`src/hdl/ptp_regs.svh`:
```
// register map, field positions, reset values and counts of the period timer
`ifndef PTP_REGS_SVH
`define PTP_REGS_SVH

// ----------------------------------------------------------------------------
// byte offsets on the register bus
// ----------------------------------------------------------------------------
`define PTP_OFF_COUNT 8'h00
`define PTP_OFF_PERIOD 8'h04
`define PTP_OFF_CTRL 8'h08
`define PTP_OFF_CTRL1 8'h0C
`define PTP_OFF_HALT 8'h10
`define PTP_OFF_RSTSRC 8'h14
`define PTP_OFF_STATUS 8'h18
`define PTP_OFF_MASK 8'h1C

// ----------------------------------------------------------------------------
// field positions
// ----------------------------------------------------------------------------
`define PTP_CTRL_RUN_BIT 7
`define PTP_CTRL_PSC_HI 6
`define PTP_CTRL_PSC_LO 4
`define PTP_ST_PULSE_BIT 0
`define PTP_ST_MATCH_BIT 1
`define PTP_ST_STOP_BIT 2

// ----------------------------------------------------------------------------
// reset values and bus answers
// ----------------------------------------------------------------------------
`define PTP_RST_COUNT 8'h00
`define PTP_RST_PERIOD 8'hFF
`define PTP_RST_MODE 5'h00
`define PTP_RST_POST 5'h00
`define PTP_RST_SRC 3'h0
`define PTP_RST_PSC 3'h0
`define PTP_RST_EVT 3'h0
`define PTP_RESP_OKAY 2'h0
`define PTP_RESP_SLVERR 2'h2
`define PTP_RD_ZERO 32'h0000_0000

// ----------------------------------------------------------------------------
// counts
// ----------------------------------------------------------------------------
`define PTP_PSC_W 7
`define PTP_POST_W 5
`define PTP_SRC_N 8

`endif

```
`src/hdl/ptp_pkg.sv`:
```
// types shared by the period timer modules
package ptp_pkg;

  // --------------------------------------------------------------------------
  // run state of the counter
  // --------------------------------------------------------------------------
  typedef enum logic [2:0] {
    ST_IDLE = 3'h1,
    ST_RUN = 3'h2,
    ST_HOLD = 3'h4
  } ptp_state_type;

  // --------------------------------------------------------------------------
  // mode field: family in the top two bits, trigger option below
  // --------------------------------------------------------------------------
  typedef enum logic [1:0] {
    FAM_FREE = 2'h0,
    FAM_ONE = 2'h1,
    FAM_MONO = 2'h2,
    FAM_RSVD = 2'h3
  } ptp_family_type;

  typedef enum logic [2:0] {
    OPT_NONE = 3'h0,
    OPT_GATE_HI = 3'h1,
    OPT_GATE_LO = 3'h2,
    OPT_RST_RISE = 3'h3,
    OPT_RST_FALL = 3'h4,
    OPT_RST_EDGE = 3'h5,
    OPT_RST_LOW = 3'h6,
    OPT_RST_HIGH = 3'h7
  } ptp_opt_type;

  typedef struct packed {
    ptp_family_type family;
    ptp_opt_type opt;
  } ptp_mode_type;

  // selected external source: level and one-cycle edges
  typedef struct packed {
    logic level;
    logic rise;
    logic fall;
  } ptp_trig_type;

endpackage

```
`src/hdl/ptp_prescaler.sv`:
```
// programmable prescaler producing the timer tick
`timescale 1ns/1ps
`default_nettype none
`include "ptp_regs.svh"

module ptp_prescaler (
  // clock and reset
  input wire logic i_core_clk,
  input wire logic i_rst,
  // control
  input wire logic i_clear,
  input wire logic i_run,
  input wire logic [2:0] i_sel,
  // tick out
  output logic o_tick
);

  logic [`PTP_PSC_W-1:0] cnt_reg;
  wire [`PTP_PSC_W:0] ratio = (`PTP_PSC_W+1)'(1) << i_sel;
  wire [`PTP_PSC_W-1:0] last_w = `PTP_PSC_W'(ratio - (`PTP_PSC_W+1)'(1));
  wire hit = (cnt_reg == last_w);

  // divide the core clock by two to the power of the select
  always_ff @(posedge i_core_clk or posedge i_rst) begin
    if (i_rst) begin
      cnt_reg <= '0;
      o_tick <= 1'b0;
    end else if (i_clear || !i_run) begin
      cnt_reg <= '0;
      o_tick <= 1'b0;
    end else begin
      cnt_reg <= hit ? '0 : cnt_reg + `PTP_PSC_W'(1);
      o_tick <= hit;
    end
  end

endmodule
`default_nettype wire

```
`src/hdl/ptp_trigger.sv`:
```
// external source selection with edge detection and debug freeze
`timescale 1ns/1ps
`default_nettype none
`include "ptp_regs.svh"

module ptp_trigger (
  // clock and reset
  input wire logic i_core_clk,
  input wire logic i_rst,
  // sources and selection
  input wire logic [`PTP_SRC_N-1:0] i_src,
  input wire logic [2:0] i_sel,
  input wire logic i_freeze,
  // selected trigger
  output ptp_pkg::ptp_trig_type o_trig
);

  logic level_reg;
  logic prev_reg;

  // frozen level makes every edge and change invisible
  always_ff @(posedge i_core_clk or posedge i_rst) begin
    if (i_rst) begin
      level_reg <= 1'b0;
      prev_reg <= 1'b0;
    end else begin
      level_reg <= i_freeze ? level_reg : i_src[i_sel];
      prev_reg <= level_reg;
    end
  end

  assign o_trig.level = level_reg;
  assign o_trig.rise = level_reg & ~prev_reg;
  assign o_trig.fall = ~level_reg & prev_reg;

endmodule
`default_nettype wire

```
`src/hdl/ptp_timer.sv`:
```
// 8-bit period timer with postscaler, modes and register slave
`timescale 1ns/1ps
`default_nettype none
`include "ptp_regs.svh"

module ptp_timer (
  // clock and reset
  input wire logic i_core_clk,
  input wire logic i_rst,
  // axi4-lite write channels
  input wire logic i_s_axi_awvalid,
  output logic o_s_axi_awready,
  input wire logic [7:0] i_s_axi_awaddr,
  input wire logic i_s_axi_wvalid,
  output logic o_s_axi_wready,
  input wire logic [31:0] i_s_axi_wdata,
  input wire logic [3:0] i_s_axi_wstrb,
  output logic o_s_axi_bvalid,
  input wire logic i_s_axi_bready,
  output logic [1:0] o_s_axi_bresp,
  // axi4-lite read channels
  input wire logic i_s_axi_arvalid,
  output logic o_s_axi_arready,
  input wire logic [7:0] i_s_axi_araddr,
  output logic o_s_axi_rvalid,
  input wire logic i_s_axi_rready,
  output logic [31:0] o_s_axi_rdata,
  output logic [1:0] o_s_axi_rresp,
  // external reset/gate sources
  input wire logic [`PTP_SRC_N-1:0] i_ext_src,
  input wire logic i_debug_freeze,
  // outputs to other peripherals
  output logic o_period_pulse_out,
  output logic [7:0] o_count_value,
  output logic [7:0] o_period_value,
  output logic o_timer_tick,
  output logic o_period_match,
  // interrupt
  output logic o_irq
);

  // --------------------------------------------------------------------------
  // state
  // --------------------------------------------------------------------------
  logic aw_rdy_reg;
  logic bvalid_reg;
  logic [1:0] bresp_reg;
  logic ar_rdy_reg;
  logic rvalid_reg;
  logic [31:0] rdata_reg;
  logic [1:0] rresp_reg;
  logic [7:0] count_reg;
  logic [7:0] period_reg;
  logic run_enable_reg;
  logic [2:0] psc_sel_reg;
  logic [4:0] postscale_select_reg;
  logic [4:0] mode_reg;
  logic [2:0] src_sel_reg;
  logic [2:0] status_reg;
  logic [2:0] mask_reg;
  logic [4:0] post_cnt_reg;
  logic pulse_reg;
  logic match_reg;
  logic irq_reg;
  ptp_pkg::ptp_state_type state_reg;
  ptp_pkg::ptp_state_type state_next;
  logic tick;
  ptp_pkg::ptp_trig_type trig;

  // --------------------------------------------------------------------------
  // bus decode
  // --------------------------------------------------------------------------
  wire wr_fire = aw_rdy_reg & i_s_axi_awvalid & i_s_axi_wvalid;
  wire wr_lane = wr_fire & i_s_axi_wstrb[0];
  wire [7:0] wd = i_s_axi_wdata[7:0];
  wire [7:0] wa = {i_s_axi_awaddr[7:2], 2'b00};
  wire wr_count = wr_lane && (wa == `PTP_OFF_COUNT);
  wire wr_period = wr_lane && (wa == `PTP_OFF_PERIOD);
  wire wr_ctrl = wr_lane && (wa == `PTP_OFF_CTRL);
  wire wr_ctrl1 = wr_lane && (wa == `PTP_OFF_CTRL1);
  wire wr_halt = wr_lane && (wa == `PTP_OFF_HALT);
  wire wr_src = wr_lane && (wa == `PTP_OFF_RSTSRC);
  wire wr_mask = wr_lane && (wa == `PTP_OFF_MASK);
  wire wr_hit = (wa <= `PTP_OFF_MASK);
  wire aw_rdy_next = ~aw_rdy_reg & ~bvalid_reg & i_s_axi_awvalid & i_s_axi_wvalid;

  wire rd_fire = ar_rdy_reg & i_s_axi_arvalid;
  wire [7:0] ra = {i_s_axi_araddr[7:2], 2'b00};
  wire rd_hit = (ra <= `PTP_OFF_MASK);
  wire rd_status = rd_fire && (ra == `PTP_OFF_STATUS);
  wire ar_rdy_next = ~ar_rdy_reg & ~rvalid_reg & i_s_axi_arvalid;
  wire [31:0] rd_data =
    (ra == `PTP_OFF_COUNT) ? {24'h00_0000, count_reg} :
    (ra == `PTP_OFF_PERIOD) ? {24'h00_0000, period_reg} :
    (ra == `PTP_OFF_CTRL) ? {24'h00_0000, run_enable_reg, psc_sel_reg, 4'h0} :
    (ra == `PTP_OFF_CTRL1) ? {27'h000_0000, postscale_select_reg} :
    (ra == `PTP_OFF_HALT) ? {27'h000_0000, mode_reg} :
    (ra == `PTP_OFF_RSTSRC) ? {29'h0000_0000, src_sel_reg} :
    (ra == `PTP_OFF_STATUS) ? {29'h0000_0000, status_reg} :
    (ra == `PTP_OFF_MASK) ? {29'h0000_0000, mask_reg} :
    `PTP_RD_ZERO;

  // --------------------------------------------------------------------------
  // mode decode
  // --------------------------------------------------------------------------
  // mode field split
  wire ptp_pkg::ptp_mode_type mode = ptp_pkg::ptp_mode_type'(mode_reg);
  wire fam_one = (mode.family == ptp_pkg::FAM_ONE);
  wire fam_mono = (mode.family == ptp_pkg::FAM_MONO);

  wire gate_ok = (mode.opt == ptp_pkg::OPT_GATE_HI) ? trig.level :
    (mode.opt == ptp_pkg::OPT_GATE_LO) ? ~trig.level : 1'b1;

  wire ext_edge = ((mode.opt == ptp_pkg::OPT_RST_RISE) & trig.rise) |
    ((mode.opt == ptp_pkg::OPT_RST_FALL) & trig.fall) |
    ((mode.opt == ptp_pkg::OPT_RST_EDGE) & (trig.rise | trig.fall));
  wire ext_lvl = ((mode.opt == ptp_pkg::OPT_RST_LOW) & ~trig.level) |
    ((mode.opt == ptp_pkg::OPT_RST_HIGH) & trig.level);
  wire ext_rst = run_enable_reg & (ext_edge | ext_lvl);

  // --------------------------------------------------------------------------
  // counter control
  // --------------------------------------------------------------------------
  wire running = (state_reg == ptp_pkg::ST_RUN);
  wire counting = running & tick & gate_ok & ~ext_rst & ~wr_count;
  wire match = counting & (count_reg == period_reg);
  wire post_hit = match & (post_cnt_reg == postscale_select_reg);
  wire stop_one = match & fam_one;
  wire stop_mono = match & fam_mono;
  wire restart = (state_reg != ptp_pkg::ST_RUN) && (state_next == ptp_pkg::ST_RUN);
  wire scaler_clr = wr_count | wr_ctrl | ext_rst | restart;
  wire [2:0] events = {stop_one | stop_mono, match, post_hit};

  // monostable holds until an external event
  always_comb begin
    state_next = state_reg;
    unique case (state_reg)
      ptp_pkg::ST_IDLE: begin
        if (run_enable_reg) begin
          state_next = ptp_pkg::ST_RUN;
        end
      end
      ptp_pkg::ST_RUN: begin
        if (!run_enable_reg || stop_one) begin
          state_next = ptp_pkg::ST_IDLE;
        end else if (stop_mono) begin
          state_next = ptp_pkg::ST_HOLD;
        end
      end
      ptp_pkg::ST_HOLD: begin
        if (!run_enable_reg) begin
          state_next = ptp_pkg::ST_IDLE;
        end else if (ext_rst) begin
          state_next = ptp_pkg::ST_RUN;
        end
      end
      default: begin
        state_next = ptp_pkg::ST_IDLE;
      end
    endcase
  end

  // --------------------------------------------------------------------------
  // submodules
  // --------------------------------------------------------------------------
  ptp_prescaler u_prescaler (
    .i_core_clk(i_core_clk),
    .i_rst(i_rst),
    .i_clear(scaler_clr),
    .i_run(run_enable_reg | pulse_reg),
    .i_sel(psc_sel_reg),
    .o_tick(tick)
  );

  ptp_trigger u_trigger (
    .i_core_clk(i_core_clk),
    .i_rst(i_rst),
    .i_src(i_ext_src),
    .i_sel(src_sel_reg),
    .i_freeze(i_debug_freeze),
    .o_trig(trig)
  );

  // --------------------------------------------------------------------------
  // bus slave
  // --------------------------------------------------------------------------
  always_ff @(posedge i_core_clk or posedge i_rst) begin
    if (i_rst) begin
      aw_rdy_reg <= 1'b0;
      bvalid_reg <= 1'b0;
      bresp_reg <= `PTP_RESP_OKAY;
    end else begin
      aw_rdy_reg <= aw_rdy_next;
      if (wr_fire) begin
        bvalid_reg <= 1'b1;
        bresp_reg <= wr_hit ? `PTP_RESP_OKAY : `PTP_RESP_SLVERR;
      end else if (i_s_axi_bready) begin
        bvalid_reg <= 1'b0;
      end
    end
  end

  always_ff @(posedge i_core_clk or posedge i_rst) begin
    if (i_rst) begin
      ar_rdy_reg <= 1'b0;
      rvalid_reg <= 1'b0;
      rdata_reg <= `PTP_RD_ZERO;
      rresp_reg <= `PTP_RESP_OKAY;
    end else begin
      ar_rdy_reg <= ar_rdy_next;
      if (rd_fire) begin
        rvalid_reg <= 1'b1;
        rdata_reg <= rd_data;
        rresp_reg <= rd_hit ? `PTP_RESP_OKAY : `PTP_RESP_SLVERR;
      end else if (i_s_axi_rready) begin
        rvalid_reg <= 1'b0;
      end
    end
  end

  // --------------------------------------------------------------------------
  // software registers
  // --------------------------------------------------------------------------
  // period resets to all ones
  always_ff @(posedge i_core_clk or posedge i_rst) begin
    if (i_rst) begin
      period_reg <= `PTP_RST_PERIOD;
      psc_sel_reg <= `PTP_RST_PSC;
      postscale_select_reg <= `PTP_RST_POST;
      mode_reg <= `PTP_RST_MODE;
      src_sel_reg <= `PTP_RST_SRC;
      mask_reg <= `PTP_RST_EVT;
    end else begin
      if (wr_period) period_reg <= wd;
      if (wr_ctrl) psc_sel_reg <= wd[`PTP_CTRL_PSC_HI:`PTP_CTRL_PSC_LO];
      if (wr_ctrl1) postscale_select_reg <= wd[4:0];
      if (wr_halt) mode_reg <= wd[4:0];
      if (wr_src) src_sel_reg <= wd[2:0];
      if (wr_mask) mask_reg <= wd[2:0];
    end
  end

  // hardware clears run enable, software write wins
  always_ff @(posedge i_core_clk or posedge i_rst) begin
    if (i_rst) begin
      run_enable_reg <= 1'b0;
    end else if (wr_ctrl) begin
      run_enable_reg <= wd[`PTP_CTRL_RUN_BIT];
    end else if (stop_one) begin
      run_enable_reg <= 1'b0;
    end
  end

  // --------------------------------------------------------------------------
  // count, postscaler and pulse
  // --------------------------------------------------------------------------
  // control writes never touch the count
  always_ff @(posedge i_core_clk or posedge i_rst) begin
    if (i_rst) begin
      count_reg <= `PTP_RST_COUNT;
    end else if (wr_count) begin
      count_reg <= wd;
    end else if (ext_rst || match) begin
      count_reg <= `PTP_RST_COUNT;
    end else if (counting) begin
      count_reg <= count_reg + 8'h01;
    end
  end

  // pulse lasts until the next tick
  always_ff @(posedge i_core_clk or posedge i_rst) begin
    if (i_rst) begin
      post_cnt_reg <= `PTP_RST_POST;
      pulse_reg <= 1'b0;
    end else begin
      if (scaler_clr || post_hit) begin
        post_cnt_reg <= `PTP_RST_POST;
      end else if (match) begin
        post_cnt_reg <= post_cnt_reg + 5'h01;
      end
      if (post_hit) begin
        pulse_reg <= 1'b1;
      end else if (tick) begin
        pulse_reg <= 1'b0;
      end
    end
  end

  always_ff @(posedge i_core_clk or posedge i_rst) begin
    if (i_rst) begin
      state_reg <= ptp_pkg::ST_IDLE;
      match_reg <= 1'b0;
    end else begin
      state_reg <= state_next;
      match_reg <= match;
    end
  end

  // --------------------------------------------------------------------------
  // interrupt
  // --------------------------------------------------------------------------
  // new events win over the read clear
  always_ff @(posedge i_core_clk or posedge i_rst) begin
    if (i_rst) begin
      status_reg <= `PTP_RST_EVT;
      irq_reg <= 1'b0;
    end else begin
      status_reg <= (rd_status ? `PTP_RST_EVT : status_reg) | events;
      irq_reg <= |(((rd_status ? `PTP_RST_EVT : status_reg) | events) & mask_reg);
    end
  end

  // --------------------------------------------------------------------------
  // outputs
  // --------------------------------------------------------------------------
  assign o_s_axi_awready = aw_rdy_reg;
  assign o_s_axi_wready = aw_rdy_reg;
  assign o_s_axi_bvalid = bvalid_reg;
  assign o_s_axi_bresp = bresp_reg;
  assign o_s_axi_arready = ar_rdy_reg;
  assign o_s_axi_rvalid = rvalid_reg;
  assign o_s_axi_rdata = rdata_reg;
  assign o_s_axi_rresp = rresp_reg;
  // exports to converter, shutdown and pwm logic
  assign o_period_pulse_out = pulse_reg;
  assign o_count_value = count_reg;
  assign o_period_value = period_reg;
  assign o_timer_tick = tick;
  assign o_period_match = match_reg;
  assign o_irq = irq_reg;

endmodule
`default_nettype wire

```
`config.mk`:
```
export PLATFORM = sky130hd
export DESIGN_NAME = ptp_timer
export DESIGN_NICKNAME = d
export VERILOG_FILES = /design/src/hdl/ptp_pkg.sv /design/src/hdl/ptp_prescaler.sv /design/src/hdl/ptp_trigger.sv /design/src/hdl/ptp_timer.sv
export VERILOG_INCLUDE_DIRS = /design/src /design/src/hdl
export SDC_FILE = /design/constraint.sdc
export NUM_CORES = 1
export LEC_CHECK = 0
export BUFFER_PORTS_ARGS = -buffer_cell sky130_fd_sc_hd__buf_4
export CAP_MARGIN = 25
export CORE_MARGIN = 2
export CORE_UTILIZATION = 50
export CTS_CLUSTER_SIZE = 10
export DETAILED_ROUTE_END_ITERATION = 6
export MAX_ROUTING_LAYER = met4
export PLACE_DENSITY_LB_ADDON = 0.2
export SKIP_CTS_REPAIR_TIMING = 1
export SYNTH_ARGS = -nofsm -noshare
export SYNTH_HDL_FRONTEND = slang
export SYNTH_HIERARCHICAL = 1
export SYNTH_SLANG_ARGS = --single-unit
```
`constraint.sdc`:
```
create_clock -name i_core_clk -period 2.42 [get_ports i_core_clk]
set_input_delay 0.484 -clock i_core_clk [delete_from_list [all_inputs] [get_ports i_core_clk]]
set_output_delay 0.484 -clock i_core_clk [all_outputs]
set_load 0.005 [all_outputs]
```
Yosys cells after proc, flatten, opt, wreduce, memory -nomap -nowiden. Index checks and enable logic that the tools add are counted. Widths: inputs -> output; s select.

Shift-type cells: 1. Mux-type cells: 37. Bitwise gates (word level): 45. Magnitude comparators: 3. Equal/unequal tests: 30. Reduce and logical (&&, ||, !) cells: 24. Add/sub/neg operators: 4.

Operators with widths (count): $mux 8 (6); $eq 6x3->1 const B (7); $mux 3 (9); $and 1x1->1 (25); $eq 6x2->1 const B (4); $mux 5 (4); $le 8x5->1 const B (2); $logic_not 8->1 (2); $eq 3x3->1 const B (5); $mux 7 (2); $eq 3x2->1 const B (4); $eq 6x1->1 const B (2); $mux 1 (12); $or 1x1->1 (10); $reduce_bool 2->1 (5); $logic_and 1x1->1 (9); $pmux 3 s3 (1); $add 8x1->8 const B (1); $eq 8x8->1 (1); $not 1->1 (8); $add 7x1->7 const B (1); $eq 7x7->1 (1); $shl 1x3->7 const A (1); $sub 7x1->7 const B (1); other kinds (15) (21).

Register bits: 100. Bits of input ports: 68. Logic and storage cells: 169.

Depth between registers and ports, before layout.
Depth in word-level cells: 20. Mapped depth: 9.

Cells and area by module. Netlist, hierarchy kept.

By module, submodules not included: ptp_timer (area an instance 3647.2 um^2, cells each 351, seq. area each 1612.8 um^2, instances 1); ptp_prescaler (area an instance 519.2 um^2, cells each 58, seq. area each 200.2 um^2, instances 1); ptp_trigger (area an instance 150.1 um^2, cells each 14, seq. area each 50.0 um^2, instances 1).

Worst setup path after synthesis. No wires, ideal clock.

Path type: register -> register. From: reg count_reg[2], in the netlist o_count_value[2]. To: reg post_cnt_reg[4]. Cell stages (with the launch flop): 9. Setup slack: 0.260 ns. Data arrival time: 2.083 ns. Library setup time: 0.077 ns. Period minus slack after synthesis: 2.160 ns. Data required time: 2.343 ns. Cell sequence: dfrtp_1 > buf_6 > xor2_2 > nor4_4 > nand4_2 > or3_4 > buf_6 > or3_1 > a21oi_1.

Word-level cells in the longest chain between the ends: 11. Elaborated cells on any way between the ends: 15. Classes of those cells: 2 x eq/ne; 4 x mux; 5 x bitwise; 4 x reduce/logical.

Ends and longest elaborated chain: start: declaration (RTL line ptp_timer.sv:52) `logic [7:0] count_reg;`; start signal: assignment (RTL line ptp_timer.sv:260) `` count_reg <= `PTP_RST_COUNT; ``; start signal: assignment (RTL line ptp_timer.sv:262) `count_reg <= wd;`; start signal: assignment (RTL line ptp_timer.sv:264) `` count_reg <= `PTP_RST_COUNT; ``; $eq 8x8->1 * (RTL line ptp_timer.sv:126) `wire match = counting & (count_reg == period_reg);`; $and 1x1->1 * (RTL line ptp_timer.sv:126); $and 1x1->1, on equally long branches (RTL line ptp_timer.sv:129, ptp_timer.sv:128); $mux 3 or $logic_or 1x1->1 (tied branches) (RTL line ptp_timer.sv:146, ptp_timer.sv:144); $mux 3 (RTL line ptp_timer.sv:144) `if (!run_enable_reg || stop_one) begin`; $pmux 3 s3 (RTL line ptp_timer.sv:137) `unique case (state_reg)`; $eq 3x2->1 (RTL line ptp_timer.sv:130) `wire restart = (state_reg != ptp_pkg::ST_RUN) && (state_next == ptp_pkg::ST_RUN);`; $logic_and 1x1->1 (RTL line ptp_timer.sv:130); $or 1x1->1 (RTL line ptp_timer.sv:131) `wire scaler_clr = wr_count | wr_ctrl | ext_rst | restart;`; $logic_or 1x1->1 (RTL line ptp_timer.sv:276) `if (scaler_clr || post_hit) begin`; $mux 5 or $reduce_bool 2->1 (tied branches); end signal: assignment (RTL line ptp_timer.sv:273) `` post_cnt_reg <= `PTP_RST_POST; ``; end signal: assignment (RTL line ptp_timer.sv:277) `` post_cnt_reg <= `PTP_RST_POST; ``; end signal: assignment (RTL line ptp_timer.sv:279) `post_cnt_reg <= post_cnt_reg + 5'h01;`; end: declaration (RTL line ptp_timer.sv:61) `logic [4:0] post_cnt_reg;`.

Mark *: on every way between the ends. The rest lies on a longest branch, timed or not. A chain may end at the register's enable or synchronous reset.

Final worst setup path.
From: reg period_reg[3], in the netlist o_period_value[3]. To: reg post_cnt_reg[3].

Word-level cells in the longest chain between the ends: 11. Elaborated cells on any way between the ends: 15. Classes of those cells: 2 x eq/ne; 4 x mux; 5 x bitwise; 4 x reduce/logical.

Ends and longest elaborated chain: start: declaration (RTL line ptp_timer.sv:53) `logic [7:0] period_reg;`; start signal: assignment (RTL line ptp_timer.sv:227) `` period_reg <= `PTP_RST_PERIOD; ``; start signal: assignment (RTL line ptp_timer.sv:234) `if (wr_period) period_reg <= wd;`; $eq 8x8->1 * (RTL line ptp_timer.sv:126); $and 1x1->1 * (RTL line ptp_timer.sv:126); $and 1x1->1, on equally long branches (RTL line ptp_timer.sv:129, ptp_timer.sv:128); $mux 3 or $logic_or 1x1->1 (tied branches) (RTL line ptp_timer.sv:146, ptp_timer.sv:144); $mux 3 (RTL line ptp_timer.sv:144); $pmux 3 s3 (RTL line ptp_timer.sv:137); $eq 3x2->1 (RTL line ptp_timer.sv:130); $logic_and 1x1->1 (RTL line ptp_timer.sv:130); $or 1x1->1 (RTL line ptp_timer.sv:131); $logic_or 1x1->1 (RTL line ptp_timer.sv:276); $mux 5 or $reduce_bool 2->1 (tied branches).

Marks and branches as above.

==> results_dict.tcl <==
set metrics [dict create \
    worst_ep_arrival_time_ns 2.60 \
    ant_nets 0 \
    synth-seq-cells 74 \
    fin_tns_setup_ns 0 \
    syn_to_final_growth_pct 20.7 \
    clkTransAtPathRegs_ns 0.08 \
    coreArea_sq_um 8300 \
    rsz0062_at_grt "no" \
    place.detailed.hpwl_um 7630 \
    slew_headroom 0.576 \
    drv_slew 0 \
    clk_latency_ns 0.34 \
    max_freq_ghz 0.430 \
    netlist_area_sq_um 4320 \
    yosysMostFrequentCell "dfrtp_1" \
    crit_type "register to register" \
    start_kind "register" \
    critPathSlowestCell "dfstp_2" \
    synth-compound-area-share 0.147 \
    synth_largest_area_cell "dfrtp_1" \
    ctsHtreeMaxLevel 3 \
    synth_top_family_by_area "simple AND/OR/NAND/NOR gates" \
    placed_cell_area_sq_um 4950 \
    cts.sinks 74 \
    grt_overflow 0 \
    path_cells "xor2_1 > nor4_4 > nand4_2 > or3_4 > or3_1 > a21oi_1" \
    ir_drop_v 0.000337 \
    layout-drive-gt1-share 0.325 \
    p_per_area_nw_per_um2 502 \
    status "complete, no violations" \
    synth_xor_xnor_area_share 0.0525 \
    period_share 0.961 \
    rr_startpoint "o_period_value[3]" \
    reg2reg_depth 6 \
    endpoint_kind "register" \
    fp-row-count 33 \
    antenna_found_initial 0 \
    cp-startpoint "o_period_value[3]" \
    hp-class "input port to asynchronous set/reset pin" \
    numCtsBuffers 9 \
    dp_slack_ns -0.00787 \
    design_area_sq_um 5210 \
    fin_ws_ns 0.0954 \
    ys_warn_count 6 \
    drt_iter0_markers 152 \
    nNetsFinal 580 \
    slowest_delay_ns 0.57 \
    netlist_top_cells_area "dfrtp_1, mux2_2, dfstp_2" \
    finalClockSkew_ns 0.00738 \
    cap_violations 0 \
    synth_top_area_frac 0.377 \
    grt_max_degree 65 \
    cts_tree "done" \
    cts_root_buf "clkbuf_8" \
    crit_family "simple AND/OR/NAND/NOR gates" \
    p_leak_nw 2.40 \
    dieArea_sq_um 9390 \
    synthMuxAreaShare 0.110 \
    tightest_slew_ns 0.632 \
    hold_violations 0 \
    synthSimpleGateAreaFrac 0.169 \
    synth.distinct_cells 67 \
    period_minus_slack_ns 2.32 \
    yosys_most_used_dff "dfrtp_1" \
    numPortBuffers 71 \
    die_w_um 96.9 \
    r2r_slack_ns 0.1 \
    drcViolationCount 0 \
    synthCells 423 \
    grt_use_total 0.233 \
    antenna_cells 0 \
    drtPass1Iterations 5 \
    die_y_um 96.9 \
    grt_pass1_vias 3371 \
    synth_edf_count 0 \
    grt_pass1_wl_um 17100 \
    async_flop_share 1.00 \
    postLayoutCoreUtil 0.628 \
    cp_max_fo 12 \
    post_drt_via_cell_ratio 5.62 \
    vias 3481 \
    cts_buffer_depth 2 \
    crit_buf_inv 0 \
    avgRoutedWirePerCell_um 16.6 \
    syn_avg_cell_area_sq_um 10.2 \
    setup_viol 0 \
    worstPathRequired_ns 2.69 \
    initial_utilization 0.520 \
    wirelength_um 10300 \
    globalplace.congestion 0.924 \
    synthTopCellsByCount "dfrtp_1, nand2_1, buf_4, mux2_2, o21ai_0" \
    synth_adder_area_share 0.00870 \
    seq_area_frac_synth 0.432 \
    reg2reg_to "post_cnt_reg[3]" \
    ioPinCount 129 \
]
## layout by cell type (no fill, tap or decap), drive strengths merged, types with 7 or more instances in the layout
cell     n
nand2   39
nand3   11
o21ai   24
xnor2   11
inv     16
nand2b   8
clkbuf  11
dfrtp   65
dfstp    9
a211oi   8
nor3b    7
or3      7
mux2i    7
buf     93
a21oi   12
nor3     8
nor2    16
mux2    28
conb    26
a22o    11
xor2    14
## layout make-up
class                      count  area (sq um)
sequential                    74          1860
timing repair buffer          93           711
multi-input combinational    315          2220
clock buffer                  11           141
clock inverter                 5          77.6
fill                         686          3090
inverter                      16          60.1
tap                          105           131
## per-layer routing
metal	global-route usage	wire length, um	vias up
li1	-	-	1659
met1	0.315	4590	1681
met2	0.355	4940	122
met3	0.0376	523	19
met4	0.0899	228	0
met5	-	0	-
## report_power, final
part | leakage, nW | total (mW) | switching [mW] | internal (mW)
clock network | 0.109 | 1.07 | 0.462 | 0.606
logic | 1.33 | 0.250 | 0.132 | 0.118
registers | 0.963 | 1.29 | 0.0268 | 1.27
total | 2.40 | 2.61 | 0.621 | 1.99
## worst max-delay path by stage
stage	end	slack, ns	depth (start not counted)
6_report	post_cnt_reg[3]	0.1	6
4_1_cts	u_prescaler/cnt_reg[6]	0.01	7
2_1_floorplan	post_cnt_reg[4]	0.26	8
3_5_place_dp	u_prescaler/cnt_reg[6]	-0.008	7
5_1_grt	post_cnt_reg[3]	0.003	6
3_3_place_gp	u_prescaler/cnt_reg[6]	0.1	7
## cell families after synthesis
logic type,count (synthesis)
buffers and inverters,59
adders and majority gates,3
AOI/OAI and AO/OA,93
DFF,74
muxes,39
and+or+nand+nor,129
other,1
xor gates and xnor gates,25
## per-stage QoR
step | total power [mW] | std cells | hold slack (ns)
global placement | 1.56 | 601 | 0.363
detailed placement | 1.57 | 601 | 0.366
global route | 2.71 | 619 | 0.00441
CTS | 2.63 | 617 | -0.00828
finish | 2.61 | 619 | 0.00314
floorplan | 1.47 | 448 | 0.225
No activity file was read; power rests on OpenSTA's default activity.
